===== config.mk =====
export PLATFORM = sky130hd
export DESIGN_NAME = gtm_top
export DESIGN_NICKNAME = d
export VERILOG_FILES = /design/src/rtl/gtm_pkg.sv /design/src/rtl/gtm_top.sv /design/src/rtl/gtm_edge_detect.sv /design/src/rtl/gtm_half.sv
export SDC_FILE = /design/constraint.sdc
export NUM_CORES = 1
export LEC_CHECK = 0
export BUFFER_PORTS_ARGS = -buffer_cell sky130_fd_sc_hd__clkbuf_2
export CAP_MARGIN = 30
export CORE_ASPECT_RATIO = 1.5
export CORE_UTILIZATION = 62
export DETAILED_ROUTE_END_ITERATION = 7
export PLACE_DENSITY_LB_ADDON = 0.12
export SYNTH_ARGS = -nofsm -noshare
export SYNTH_HDL_FRONTEND = slang
export SYNTH_SLANG_ARGS = --single-unit

===== constraint.sdc =====
create_clock -name sys_clk -period 8.16 [get_ports sys_clk]
set_clock_uncertainty 0.1 [all_clocks]
set_input_delay 1.632 -clock sys_clk [delete_from_list [all_inputs] [get_ports sys_clk]]
set_output_delay 1.632 -clock sys_clk [all_outputs]
set_load 0.01 [all_outputs]

===== src/rtl/gtm_pkg.sv =====
// Package for the general timer module: register offsets, fields, reset values and mode encodings.
// Assumes a plain register port with 32-bit data and byte addresses.
package gtm_pkg;
    localparam logic [7:0] OFS_CFG = 8'h00;
    localparam logic [7:0] OFS_AMODE = 8'h04;
    localparam logic [7:0] OFS_BMODE = 8'h08;
    localparam logic [7:0] OFS_CTL = 8'h0c;
    localparam logic [7:0] OFS_IMR = 8'h18;
    localparam logic [7:0] OFS_RIS = 8'h1c;
    localparam logic [7:0] OFS_MIS = 8'h20;
    localparam logic [7:0] OFS_ICR = 8'h24;
    localparam logic [7:0] OFS_AILR = 8'h28;
    localparam logic [7:0] OFS_BILR = 8'h2c;
    localparam logic [7:0] OFS_AMATCH = 8'h30;
    localparam logic [7:0] OFS_BMATCH = 8'h34;
    localparam logic [7:0] OFS_APR = 8'h38;
    localparam logic [7:0] OFS_BPR = 8'h3c;
    localparam logic [7:0] OFS_ACNT = 8'h48;
    localparam logic [7:0] OFS_BCNT = 8'h4c;

    localparam logic [2:0] CFG_32_TIMER = 3'h0;
    localparam logic [2:0] CFG_32_CLOCK = 3'h1;
    localparam logic [2:0] CFG_SPLIT_MIN = 3'h4;

    localparam logic [1:0] MODE_ONE_SHOT = 2'h1;
    localparam logic [1:0] MODE_PERIODIC = 2'h2;
    localparam logic [1:0] MODE_CAPTURE = 2'h3;

    // Event-type field encodings.
    localparam logic [1:0] EVT_RISE = 2'h0;
    localparam logic [1:0] EVT_FALL = 2'h1;
    localparam logic [1:0] EVT_BOTH = 2'h3;

    // Control register bit positions for one half; half B sits CTL_B_SHIFT higher.
    localparam int CTL_EN = 0;
    localparam int CTL_EVT_LO = 2;
    localparam int CTL_CLK_EN = 4;
    localparam int CTL_PWML = 6;
    localparam int CTL_B_SHIFT = 8;

    // Status and mask bit positions for one half; half B sits ST_B_SHIFT higher.
    localparam int ST_TO = 0;
    localparam int ST_CM = 1;
    localparam int ST_CE = 2;
    localparam int ST_CLK = 3;
    localparam int ST_B_SHIFT = 8;

    localparam logic [31:0] RST_LOAD32 = 32'hffff_ffff;
    localparam logic [15:0] RST_LOAD16 = 16'hffff;
endpackage


===== src/rtl/gtm_top.sv =====
// General timer module with two halves, a 32-bit timer and a clock-match counter.
// Assumes software keeps the half enable clear while it changes configuration,
// and that the module clock was enabled three cycles before the first access.
//
// Behaviour
// RULE_01: Software enables module clock before use.
// RULE_02: Software waits three clocks after enabling.
// RULE_03: Software clears enable before changing configuration.
// RULE_04: Configuration zero selects 32-bit timer.
// RULE_05: Mode one is one-shot, two periodic.
// RULE_06: One-shot stops at time-out; periodic continues.
// RULE_07: Time-out sets raw flag; write-one clears.
// RULE_08: Mask passes time-out to masked status, interrupt.
// RULE_09: Configuration one counts 32.768 kHz pin.
// RULE_10: Clock match sets raw flag, keeps counting.
// RULE_11: Clock match clear bit and mask bit.
// RULE_12: Configuration four splits into two halves.
// RULE_13: Prescaler applies in 16-bit timer modes.
// RULE_14: Capture select zero, mode three: edge count.
// RULE_15: Edge count reaches match, sets match flag.
// RULE_16: Edge count stops; restart needs reprogramming.
// RULE_17: Capture select one, mode three: edge time.
// RULE_18: Edge time event sets flag, latches count.
// RULE_19: Edge time load takes effect next cycle.
// RULE_20: Alternate select one, mode two: PWM.
// RULE_21: Level bit inverts PWM output.
// RULE_22: PWM runs continuously; load changes period next cycle.
// RULE_23: PWM asserts at start, drops at match.
// RULE_24: Halves keep independent counters and flags.
//
// The address map and the address-and-strobe port were chosen for this implementation.
`timescale 1ns/1ns
`default_nettype none
module gtm_top
    import gtm_pkg::*;
(
    input wire logic sys_clk,
    input wire logic srst,
    input wire logic [7:0] reg_addr,
    input wire logic [31:0] reg_wdata,
    input wire logic reg_wr,
    input wire logic reg_rd,
    output logic [31:0] reg_rdata,
    input wire logic ccp_a_in,
    input wire logic ccp_b_in,
    output logic ccp_a_out,
    output logic ccp_a_oe,
    output logic ccp_b_out,
    output logic ccp_b_oe,
    output logic timer_irq
);
    typedef struct packed {
        logic [2:0] cfg;
        logic [3:0] amode;
        logic [3:0] bmode;
        logic [15:0] ctl;
        logic [15:0] imr;
        logic [15:0] ris;
        logic [31:0] ailr;
        logic [15:0] bilr;
        logic [31:0] amatch;
        logic [15:0] bmatch;
        logic [7:0] apr;
        logic [7:0] bpr;
        logic [31:0] cnt32;
        logic [31:0] rdata;
    } gtm_top_s;
    gtm_top_s st;
    gtm_top_s next_st;

    logic split;
    logic mode32;
    logic clock32;
    assign split = st.cfg >= CFG_SPLIT_MIN; // [RULE_12]
    assign mode32 = st.cfg == CFG_32_TIMER; // [RULE_04]
    assign clock32 = st.cfg == CFG_32_CLOCK; // [RULE_09]

    function automatic logic wr_at(input logic [7:0] ofs);
        wr_at = reg_wr && (reg_addr == ofs);
    endfunction

    logic a_rise;
    logic a_hit;
    logic b_hit;
    gtm_edge_detect u_edge_a (
        .sys_clk(sys_clk),
        .srst(srst),
        .pin(ccp_a_in),
        .sel(st.ctl[CTL_EVT_LO +: 2]),
        .rise(a_rise),
        .hit(a_hit)
    );
    gtm_edge_detect u_edge_b (
        .sys_clk(sys_clk),
        .srst(srst),
        .pin(ccp_b_in),
        .sel(st.ctl[CTL_B_SHIFT + CTL_EVT_LO +: 2]),
        .rise(),
        .hit(b_hit)
    );

    logic [15:0] a_count;
    logic [15:0] a_cap;
    logic [15:0] b_count;
    logic [15:0] b_cap;
    logic a_to;
    logic a_cm;
    logic a_ce;
    logic a_stop;
    logic a_pwm;
    logic b_to;
    logic b_cm;
    logic b_ce;
    logic b_stop;
    logic b_pwm;
    logic [15:0] a_load;
    logic [15:0] b_load;
    // A running half must count from a value written in this very cycle, not the held one.
    assign a_load = wr_at(OFS_AILR) ? reg_wdata[15:0] : st.ailr[15:0]; // [RULE_19] [RULE_22]
    assign b_load = wr_at(OFS_BILR) ? reg_wdata[15:0] : st.bilr; // [RULE_19] [RULE_22]

    // Each half has its own counter and events; only the shared registers join them.
    gtm_half u_half_a ( // [RULE_24]
        .sys_clk(sys_clk),
        .srst(srst),
        .active(split),
        .en(st.ctl[CTL_EN]),
        .mode(st.amode),
        .pwml(st.ctl[CTL_PWML]),
        .load(a_load),
        .load_wr(wr_at(OFS_AILR)),
        .match(st.amatch[15:0]),
        .prescale(st.apr),
        .edge_hit(a_hit),
        .count(a_count),
        .capture(a_cap),
        .timeout(a_to),
        .cmatch(a_cm),
        .cevent(a_ce),
        .auto_stop(a_stop),
        .pwm_out(a_pwm)
    );
    gtm_half u_half_b (
        .sys_clk(sys_clk),
        .srst(srst),
        .active(split),
        .en(st.ctl[CTL_B_SHIFT + CTL_EN]),
        .mode(st.bmode),
        .pwml(st.ctl[CTL_B_SHIFT + CTL_PWML]),
        .load(b_load),
        .load_wr(wr_at(OFS_BILR)),
        .match(st.bmatch),
        .prescale(st.bpr),
        .edge_hit(b_hit),
        .count(b_count),
        .capture(b_cap),
        .timeout(b_to),
        .cmatch(b_cm),
        .cevent(b_ce),
        .auto_stop(b_stop),
        .pwm_out(b_pwm)
    );

    // 32-bit timer and clock-match counter events.
    logic run32;
    logic to32;
    logic clk_hit;
    logic clk_tick;
    assign run32 = st.ctl[CTL_EN] && (mode32 || clock32);
    assign clk_tick = run32 && clock32 && st.ctl[CTL_CLK_EN] && a_rise; // [RULE_09]
    assign to32 = run32 && mode32 && !wr_at(OFS_AILR) && (st.cnt32 == '0) &&
        ((st.amode[1:0] == MODE_ONE_SHOT) || (st.amode[1:0] == MODE_PERIODIC));
    assign clk_hit = clk_tick && ((st.cnt32 + 32'h1) == st.amatch); // [RULE_10]

    logic [15:0] set_bits;
    logic [15:0] clr_bits;
    logic [15:0] mis;
    always_comb begin
        set_bits = '0;
        set_bits[ST_TO] = split ? a_to : to32; // [RULE_07]
        set_bits[ST_CM] = a_cm; // [RULE_15]
        set_bits[ST_CE] = a_ce; // [RULE_18]
        set_bits[ST_CLK] = clk_hit; // [RULE_10]
        set_bits[ST_B_SHIFT + ST_TO] = b_to;
        set_bits[ST_B_SHIFT + ST_CM] = b_cm;
        set_bits[ST_B_SHIFT + ST_CE] = b_ce;
        clr_bits = wr_at(OFS_ICR) ? reg_wdata[15:0] : '0; // [RULE_07] [RULE_11]
    end
    assign mis = st.ris & st.imr; // [RULE_08] [RULE_11]

    always_comb begin
        next_st = st;
        if (wr_at(OFS_CFG)) begin
            next_st.cfg = reg_wdata[2:0];
        end
        if (wr_at(OFS_AMODE)) begin
            next_st.amode = reg_wdata[3:0];
        end
        if (wr_at(OFS_BMODE)) begin
            next_st.bmode = reg_wdata[3:0];
        end
        if (wr_at(OFS_CTL)) begin
            next_st.ctl = reg_wdata[15:0];
        end
        if (wr_at(OFS_IMR)) begin
            next_st.imr = reg_wdata[15:0];
        end
        if (wr_at(OFS_AILR)) begin
            next_st.ailr = reg_wdata;
        end
        if (wr_at(OFS_BILR)) begin
            next_st.bilr = reg_wdata[15:0];
        end
        if (wr_at(OFS_AMATCH)) begin
            next_st.amatch = reg_wdata;
        end
        if (wr_at(OFS_BMATCH)) begin
            next_st.bmatch = reg_wdata[15:0];
        end
        if (wr_at(OFS_APR)) begin
            next_st.apr = reg_wdata[7:0];
        end
        if (wr_at(OFS_BPR)) begin
            next_st.bpr = reg_wdata[7:0];
        end

        // Hardware clears the enable on a stop; this beats a same-cycle software write.
        if (split && a_stop) begin
            next_st.ctl[CTL_EN] = 1'b0; // [RULE_06] [RULE_16]
        end
        if (split && b_stop) begin
            next_st.ctl[CTL_B_SHIFT + CTL_EN] = 1'b0;
        end
        if (mode32 && to32 && (st.amode[1:0] == MODE_ONE_SHOT)) begin
            next_st.ctl[CTL_EN] = 1'b0; // [RULE_06]
        end

        // Set wins over a clear in the same cycle.
        next_st.ris = (st.ris & ~clr_bits) | set_bits;

        if (!run32) begin
            if (clock32) begin
                next_st.cnt32 = '0;
            end else if (wr_at(OFS_AILR)) begin
                next_st.cnt32 = reg_wdata;
            end else if (!st.ctl[CTL_EN]) begin
                next_st.cnt32 = st.ailr;
            end
        end else if (clock32) begin
            if (clk_tick) begin
                next_st.cnt32 = st.cnt32 + 32'h1; // [RULE_10]
            end
        end else if (wr_at(OFS_AILR)) begin
            next_st.cnt32 = reg_wdata;
        end else if (to32) begin
            next_st.cnt32 = st.ailr;
        end else begin
            next_st.cnt32 = st.cnt32 - 32'h1;
        end

        next_st.rdata = '0;
        if (reg_rd) begin
            unique case (reg_addr)
                OFS_CFG: next_st.rdata = {29'h0, st.cfg};
                OFS_AMODE: next_st.rdata = {28'h0, st.amode};
                OFS_BMODE: next_st.rdata = {28'h0, st.bmode};
                OFS_CTL: next_st.rdata = {16'h0, st.ctl};
                OFS_IMR: next_st.rdata = {16'h0, st.imr};
                OFS_RIS: next_st.rdata = {16'h0, st.ris};
                OFS_MIS: next_st.rdata = {16'h0, mis};
                OFS_AILR: next_st.rdata = st.ailr;
                OFS_BILR: next_st.rdata = {16'h0, st.bilr};
                OFS_AMATCH: next_st.rdata = st.amatch;
                OFS_BMATCH: next_st.rdata = {16'h0, st.bmatch};
                OFS_APR: next_st.rdata = {24'h0, st.apr};
                OFS_BPR: next_st.rdata = {24'h0, st.bpr};
                OFS_ACNT: next_st.rdata = split ? {16'h0, st.amode[2] ? a_cap : a_count} : st.cnt32;
                OFS_BCNT: next_st.rdata = {16'h0, st.bmode[2] ? b_cap : b_count};
                default: next_st.rdata = '0;
            endcase
        end
    end

    always_ff @(posedge sys_clk) begin
        if (srst) begin
            st <= '0;
            st.ailr <= RST_LOAD32;
            st.bilr <= RST_LOAD16;
            st.amatch <= RST_LOAD32;
            st.bmatch <= RST_LOAD16;
            st.cnt32 <= RST_LOAD32;
        end else begin
            st <= next_st;
        end
    end

    assign reg_rdata = st.rdata;
    assign timer_irq = |mis; // [RULE_08]
    // Capture pins are inputs except where a split half's mode has bit 3 set, as it is for PWM.
    assign ccp_a_out = a_pwm;
    assign ccp_b_out = b_pwm;
    assign ccp_a_oe = split && st.amode[3];
    assign ccp_b_oe = split && st.bmode[3];

    chk_irq_follows: assert property (@(posedge sys_clk) disable iff (srst) // [RULE_08]
        $rose(st.ris[ST_TO]) && st.imr[ST_TO] |-> timer_irq)
        else $error("masked time-out did not raise interrupt");

    chk_clear_works: assert property (@(posedge sys_clk) disable iff (srst) // [RULE_07]
        wr_at(OFS_ICR) && reg_wdata[ST_TO] && !set_bits[ST_TO] |=> !st.ris[ST_TO])
        else $error("time-out clear had no effect");

    chk_set_wins: assert property (@(posedge sys_clk) disable iff (srst) // [RULE_07]
        set_bits[ST_TO] |=> st.ris[ST_TO])
        else $error("time-out event lost");

    chk_clock_runs: assert property (@(posedge sys_clk) disable iff (srst) // [RULE_10]
        clk_hit && !wr_at(OFS_CTL) |=> st.ctl[CTL_EN] && st.cnt32 == $past(st.cnt32) + 32'h1)
        else $error("clock counter stopped at match");

    chk_clock_clear: assert property (@(posedge sys_clk) disable iff (srst) // [RULE_11]
        wr_at(OFS_ICR) && reg_wdata[ST_CLK] && !clk_hit |=> !st.ris[ST_CLK])
        else $error("clock match clear had no effect");

    chk_oneshot32_stop: assert property (@(posedge sys_clk) disable iff (srst) // [RULE_06]
        to32 && (st.amode[1:0] == MODE_ONE_SHOT) |=> !st.ctl[CTL_EN])
        else $error("32-bit one-shot kept running");

    chk_split_stop: assert property (@(posedge sys_clk) disable iff (srst) // [RULE_16]
        split && a_cm |=> !st.ctl[CTL_EN] ##1 !a_cm)
        else $error("edge count did not stop at match");
endmodule
`default_nettype wire


===== src/rtl/gtm_edge_detect.sv =====
// Edge detector for one capture pin: two-flop synchroniser then edge select.
// Assumes the pin is asynchronous to sys_clk and holds each level for at least two cycles.
`timescale 1ns/1ns
`default_nettype none
module gtm_edge_detect
    import gtm_pkg::*;
(
    input wire logic sys_clk,
    input wire logic srst,
    input wire logic pin,
    input wire logic [1:0] sel,
    output logic rise,
    output logic hit
);
    typedef struct packed {
        logic s1;
        logic s2;
        logic s3;
    } gtm_sync_s;
    gtm_sync_s st;
    gtm_sync_s next_st;

    always_comb begin
        next_st.s1 = pin;
        next_st.s2 = st.s1;
        next_st.s3 = st.s2;
    end

    always_ff @(posedge sys_clk) begin
        if (srst) begin
            st <= '0;
        end else begin
            st <= next_st;
        end
    end

    logic fall;
    assign rise = st.s2 & ~st.s3;
    assign fall = ~st.s2 & st.s3;
    assign hit = (sel == EVT_RISE) ? rise : (sel == EVT_FALL) ? fall : (sel == EVT_BOTH) ? (rise | fall) : 1'b0;
endmodule
`default_nettype wire


===== src/rtl/gtm_half.sv =====
// One 16-bit timer half: one-shot, periodic, edge count, edge time and PWM.
// Assumes the parent gives it configuration fields and one-cycle load strobes.
`timescale 1ns/1ns
`default_nettype none
module gtm_half
    import gtm_pkg::*;
#(
    parameter int WIDTH = 16
) (
    input wire logic sys_clk,
    input wire logic srst,
    input wire logic active,
    input wire logic en,
    input wire logic [3:0] mode,
    input wire logic pwml,
    input wire logic [WIDTH-1:0] load,
    input wire logic load_wr,
    input wire logic [WIDTH-1:0] match,
    input wire logic [7:0] prescale,
    input wire logic edge_hit,
    output logic [WIDTH-1:0] count,
    output logic [WIDTH-1:0] capture,
    output logic timeout,
    output logic cmatch,
    output logic cevent,
    output logic auto_stop,
    output logic pwm_out
);
    typedef struct packed {
        logic [WIDTH-1:0] cnt;
        logic [WIDTH-1:0] cap;
        logic [7:0] pre;
        logic pwm;
        logic was_en;
    } gtm_half_s;
    gtm_half_s st;
    gtm_half_s next_st;

    logic is_cap;
    logic is_pwm;
    logic is_timer;
    logic run;
    logic tick;
    assign is_pwm = mode[3] & ~mode[2] & (mode[1:0] == MODE_PERIODIC); // [RULE_20]
    assign is_cap = ~mode[3] & (mode[1:0] == MODE_CAPTURE); // [RULE_14] [RULE_17]
    assign is_timer = ~is_pwm & ((mode[1:0] == MODE_ONE_SHOT) | (mode[1:0] == MODE_PERIODIC)); // [RULE_05]
    assign run = active & en;
    // Prescaler divides only the plain timer modes.
    assign tick = is_timer ? (st.pre == '0) : 1'b1; // [RULE_13]

    always_comb begin
        next_st = st;
        timeout = 1'b0;
        cmatch = 1'b0;
        cevent = 1'b0;
        auto_stop = 1'b0;
        next_st.was_en = run;
        if (!run) begin
            next_st.pre = prescale;
            next_st.pwm = 1'b1;
            // An idle half tracks its start value so enable starts from it.
            if (load_wr || !st.was_en) begin
                next_st.cnt = load;
            end
        end else if (load_wr) begin
            next_st.cnt = load; // [RULE_19] [RULE_22]
        end else if (is_cap && !mode[2]) begin
            if (edge_hit) begin
                if ((st.cnt - 1'b1) == match) begin
                    cmatch = 1'b1; // [RULE_15]
                    auto_stop = 1'b1; // [RULE_16]
                    next_st.cnt = load;
                end else begin
                    next_st.cnt = st.cnt - 1'b1;
                end
            end
        end else if (tick) begin
            next_st.pre = prescale;
            if (is_pwm) begin
                if (st.cnt == '0) begin
                    next_st.cnt = load;
                    next_st.pwm = 1'b1; // [RULE_23]
                end else begin
                    next_st.cnt = st.cnt - 1'b1;
                    if ((st.cnt - 1'b1) == match) begin
                        next_st.pwm = 1'b0; // [RULE_23]
                    end
                end
            end else if (st.cnt == '0) begin
                next_st.cnt = load;
                if (!is_cap) begin
                    timeout = 1'b1; // [RULE_07]
                    auto_stop = (mode[1:0] == MODE_ONE_SHOT); // [RULE_06]
                end
            end else begin
                next_st.cnt = st.cnt - 1'b1;
            end
        end else begin
            next_st.pre = st.pre - 1'b1;
        end
        if (run && is_cap && mode[2] && edge_hit) begin
            next_st.cap = st.cnt; // [RULE_18]
            cevent = 1'b1;
        end
    end

    always_ff @(posedge sys_clk) begin
        if (srst) begin
            st <= '{cnt: '1, cap: '1, pre: '0, pwm: 1'b1, was_en: 1'b0};
        end else begin
            st <= next_st;
        end
    end

    assign count = st.cnt;
    assign capture = st.cap;
    assign pwm_out = (st.pwm & active & is_pwm) ^ pwml; // [RULE_21]

    chk_oneshot_stop: assert property (@(posedge sys_clk) disable iff (srst) // [RULE_06]
        timeout && (mode[1:0] == MODE_ONE_SHOT) |-> auto_stop)
        else $error("one-shot time-out did not stop the half");
    chk_pwm_quiet: assert property (@(posedge sys_clk) disable iff (srst) // [RULE_23]
        is_pwm |-> !timeout && !cmatch && !cevent)
        else $error("status event raised in pwm mode");
    chk_load_next: assert property (@(posedge sys_clk) disable iff (srst) // [RULE_19]
        run && load_wr |=> st.cnt == $past(load))
        else $error("interval load not applied next cycle");
    chk_capture_latch: assert property (@(posedge sys_clk) disable iff (srst) // [RULE_18]
        cevent |=> capture == $past(st.cnt))
        else $error("edge time capture value wrong");
endmodule
`default_nettype wire


==> results.md <==
Outcome:
- The run finished with clean final reports.

Detailed routing:
- The post-detailed-route DRC marker count is 0.
- The detailed-route via count is 20,560.
- The first-pass iteration count of the detailed router is 6.
- Dividing the detail-routed wire length by the instance count gives 26.12 um.
- The detailed router used layers up to and including met4.
- Summed over all layers, the routed wires come to 76,590 um.
- The length of routed wiring on met1 is 25,350 um.
- The routed length on met3 is approximately 6800 um.
- The met2 routed wirelength is roughly 37,000 um.
- The routed via count divided by cell count is about 7.0.
- The post-route antenna net violation count is 0.
- The number of violations reported at the end of detailed-routing iteration 0 is 2,161.

STA:
- The share of the clock period used by the worst path is between 60% and 70%.
- Setup repair after global routing left no endpoint under its margin.
- The final hold violation count is 0.
- After routing, the total negative slack on setup checks comes to 0 ps.
- The worst slew slack as a fraction of its limit is a little over a quarter.
- At the pin with the least slew margin, the transition time is roughly 1100 ps.
- The top achievable clock speed is 203.9 MHz.
- Once routing completed, OpenROAD measured the worst setup slack at roughly 3300 ps.
- The final critical delay including setup and external delays is 4905 ps.
- The final count of pins violating max slew was 0.
- Setup violations remaining at the end of the flow were counted as 0.

Clock network:
- The clock tree buffer depth is 3.
- Counting the buffers created by CTS gives 34.
- The clock drives between 300 and 400 sinks.
- After clock tree synthesis, the clock-pin slew on the worst setup and hold paths is approximately 70 ps.
- The TritonCTS clock tree is built.
- The number of buffers inserted by post-CTS setup repair is 0.
- The H-tree was split into 2 levels.
- Gates resized during post-CTS repair numbered 0.
- The number of buffers inserted by hold repair at cts is 0.
- The clock reaches the later pin of the worst-skew pair after 550 ps.
- The tree is rooted in a sky130_fd_sc_hd__clkbuf_16.

Synth:
- For this run, the register share of the synthesized area comes to between 30% and 40%.
- The netlist uses slightly above 80 different library cells.
- The parity-gate share of the synthesized area counting xor and xnor cells is about 6.3%.
- Ranked by instance count, the synthesized netlist is headed by sky130_fd_sc_hd__nand2_1, sky130_fd_sc_hd__dfxtp_1, sky130_fd_sc_hd__clkbuf_1.
- sky130_fd_sc_hd__dfxtp_1 takes more of the synthesized area than any other cell.
- Sorting the synthesized cells by area gives the leading types as sky130_fd_sc_hd__dfxtp_1, sky130_fd_sc_hd__nand2_1, sky130_fd_sc_hd__mux2i_1.
- The post-synth net total is 2,662.
- The Yosys step of the flow raised 0 warnings.
- The library cell with the highest instance count after synthesis is sky130_fd_sc_hd__nand2_1.
- Summing the areas of all and, or, nand and nor instances in the mapped netlist gives between 20% and 30% of the synthesized area.
- Counting flops with an async set or reset pin after synthesis yields a share of 0%.
- The portion of netlist area occupied by mux cells is between 6 and 7%.
- The synthesized flop and latch total is about 330.
- The area of the mapped netlist is 19,630 um^2.
- Of the post-synthesis cell area, the dominant cell type holds between 30% and 40%.
- The most used flip-flop cell after synthesis is sky130_fd_sc_hd__dfxtp_1.
- Summing the areas of all fa, ha and maj instances in the mapped netlist gives under 10% of the synthesized area.
- Dividing the synthesized area by the synthesized cell count gives approximately 7.6 um^2.
- The number of cells produced by synthesis is between 2,000 and 3,000.
- The synthesized netlist devotes roughly 22% of its cell area to compound gates.
- Yosys mapped a number of flops with a built-in enable equal to 0.
- After synthesis, the largest family of logic cells by area is simple AND/OR/NAND/NOR gates.

Setup path:
- The type of destination of the critical path is a flop.
- STA puts the critical path data arrival time at 5220 ps.
- The critical path is of the in -> reg type.
- The required time of the worst setup path is roughly 8500 ps.
- The critical path launch point type is a primary input.
- In this run the worst path has a maximum fanout of 18.
- The worst reg-to-reg path cell count is 9.

Place:
- The number of placed instances with taps included is 2,871.
- Summing all placed instances gives a cell area of approximately 20,000 um^2.
- The count of buffers added on input and output ports is 82.
- The detailed placement HPWL is 54,100 um.
- Before CTS, the worst setup slack after placement is 2835 ps.
- The congestion estimate from routability-driven global placement came to ~1.0.

Global routing:
- The initial antenna violation count is 1.
- After global routing the overflow that remains totals 0.
- Entering global routing, the biggest net connects 68 pins.
- The via count of the first global-routing pass is about 20,000.
- Global routing consumed, over all layers together, a little under half of the routing resources.
- The global-route wire length before repair is around 110,000 um.

Layout:
- The post-route netlist has around 8.6% of its cells at a drive strength greater than 1.
- The number of nets in the final layout is roughly 2,600.
- Relative to the synthesized area, the layout overhead comes to 6.922%.
- For this run, the number of standard cells in the final layout without fillers is 2,932.
- The repair_antennas step left the layout with diodes totalling 0.
- The cell area after layout is about 21,000 um^2.
- At the end of the flow the core is filled with cells to between 60% and 70%.

Flow run:
- The max-capacitance violation count is 0.

Power and ir drop:
- In this run switching power makes up a little under a quarter of total power.
- Cell internal power was estimated by the tool at around 2.6 mW.
- The part of the total power dissipated in combinational logic is 4.0%.
- The analysis attributes to cell leakage a power of roughly 7.7 nW.
- The analysis attributes to net switching a power of 0.7933 mW.
- The sequential fraction of design power is between 40% and 50%.
- The worst-case IR drop observed on VDD is approximately 0.00012 V.
- The power density over cell area is between 150 and 200 nW/um^2.
- Of the total power, the clock network draws 48.5%.

Floorplanning:
- The overall die height is 219.9 um.
- between 80 and 90 I/O pins were placed.
- The core area is between 30,000 and 40,000 um^2.
- The starting utilization of the core area is between 60 and 70%.
- The number of placement rows is about 80.
- The floorplan step set the die width to around 150 um.
- The die covers ~32,000 um^2.

Hold path:
- The worst hold-check path type is reg -> reg.
- Along the worst hold path, the cell count comes to 1.
[critical path, stage by stage]
cell and delay [ps]:
sky130_fd_sc_hd__clkbuf_2 150, sky130_fd_sc_hd__or4b_2 760, sky130_fd_sc_hd__nor3_2 170, sky130_fd_sc_hd__buf_4 300, sky130_fd_sc_hd__nand2_1 560, sky130_fd_sc_hd__o21ai_0 270
sky130_fd_sc_hd__a21oi_1 120, sky130_fd_sc_hd__buf_4 230, sky130_fd_sc_hd__or2_2 370, sky130_fd_sc_hd__a221oi_1 350, sky130_fd_sc_hd__a31oi_1 140, sky130_fd_sc_hd__a2bb2oi_1 140
[final cells by class]
class,count,area [um^2]
multi-input combinational,1968,11870
fill,2725,10150
sequential,325,6506
clock buffer,51,1036
timing repair buffer,125,780.7
tap,405,506.7
inverter,49,186.4
clock inverter,9,101.3
[sequential cells by signal, summed over array words and instances, names as in the netlist]
signal            flops
u_half_b.st          10
u_half_a.count       16
u_edge_b.next_st      2
u_half_b.count       16
st                  203
u_half_a.capture     16
u_half_b.capture     16
u_edge_a.next_st      2
u_edge_b.st           1
u_half_a.st          10
reg_rdata            32
u_edge_a.st           1
[cell usage in the layout, fill, tap and decap left out, types with 15 or more instances in the layout]
| master | Yosys | routed |
|---|---|---|
| sky130_fd_sc_hd__a21oi_1 | 192 | 192 |
| sky130_fd_sc_hd__nor2_1 | 161 | 159 |
| sky130_fd_sc_hd__xnor2_1 | 79 | 79 |
| sky130_fd_sc_hd__nand2_1 | 462 | 460 |
| sky130_fd_sc_hd__clkbuf_2 | 0 | 81 |
| sky130_fd_sc_hd__mux2i_1 | 129 | 129 |
| sky130_fd_sc_hd__buf_4 | 32 | 40 |
| sky130_fd_sc_hd__inv_1 | 48 | 48 |
| sky130_fd_sc_hd__o22ai_1 | 15 | 15 |
| sky130_fd_sc_hd__o211ai_1 | 29 | 29 |
| sky130_fd_sc_hd__a221oi_1 | 48 | 48 |
| sky130_fd_sc_hd__and2_1 | 19 | 19 |
| sky130_fd_sc_hd__dfxtp_1 | 325 | 325 |
| sky130_fd_sc_hd__a222oi_1 | 20 | 20 |
| sky130_fd_sc_hd__a31oi_1 | 42 | 42 |
| sky130_fd_sc_hd__nor3_1 | 72 | 71 |
| sky130_fd_sc_hd__nand4_1 | 29 | 29 |
| sky130_fd_sc_hd__and3_1 | 16 | 16 |
| sky130_fd_sc_hd__nand3_1 | 120 | 120 |
| sky130_fd_sc_hd__a22oi_1 | 18 | 18 |
| sky130_fd_sc_hd__or4_1 | 15 | 15 |
| sky130_fd_sc_hd__nor4_1 | 25 | 24 |
| sky130_fd_sc_hd__ha_1 | 16 | 16 |
| sky130_fd_sc_hd__xor2_1 | 58 | 58 |
| sky130_fd_sc_hd__clkbuf_16 | 0 | 35 |
| sky130_fd_sc_hd__a211oi_1 | 29 | 29 |
| sky130_fd_sc_hd__o21ai_0 | 155 | 155 |
[path summary, 6_finish.rpt]
kind,slack [ps],endpoint,from
setup / recovery,3250,u_half_b.count[10],reg_addr[4]
setup reg to reg,3440,u_half_b.count[3],u_half_b.count[3]
hold / removal,350,u_edge_a.next_st[0],u_edge_a.next_st[1]
hold reg to reg,350,u_edge_a.next_st[0],u_edge_a.next_st[1]
[per-stage QoR]
stage                     hold WS (ps)  power, mW
after CTS                        354.7      3.346
after global routing             371.0      3.419
after detailed placement         345.0      1.759
after global placement           333.3      1.757
final                            354.4      3.359
after floorplan                  313.8      1.706
[power by group through the flow]
stage,sequential [mW],combinational (mW),clock [mW]
finish,1.59,0.135,1.63
global route,1.59,0.140,1.69
detailed placement,1.63,0.129,0
CTS,1.59,0.129,1.62
global placement,1.63,0.127,0
floorplan,1.63,0.0794,0
[layer usage]
layer | up-vias | GRT usage (%)
li1 | 9122 | -
met5 | - | 0
met1 | 9615 | 48.23
met4 | 0 | 44.91
met3 | 456 | 7.888
met2 | 1364 | 79.17
[logic make-up after synthesis]
group / Yosys count
and+or+nand+nor: 1016
AOI/OAI and AO/OA: 663
DFF: 325
buffers and inverters: 307
xor gates and xnor gates: 139
muxes: 134
adders and majority gates: 16
Power figures use the tool's default switching activity.
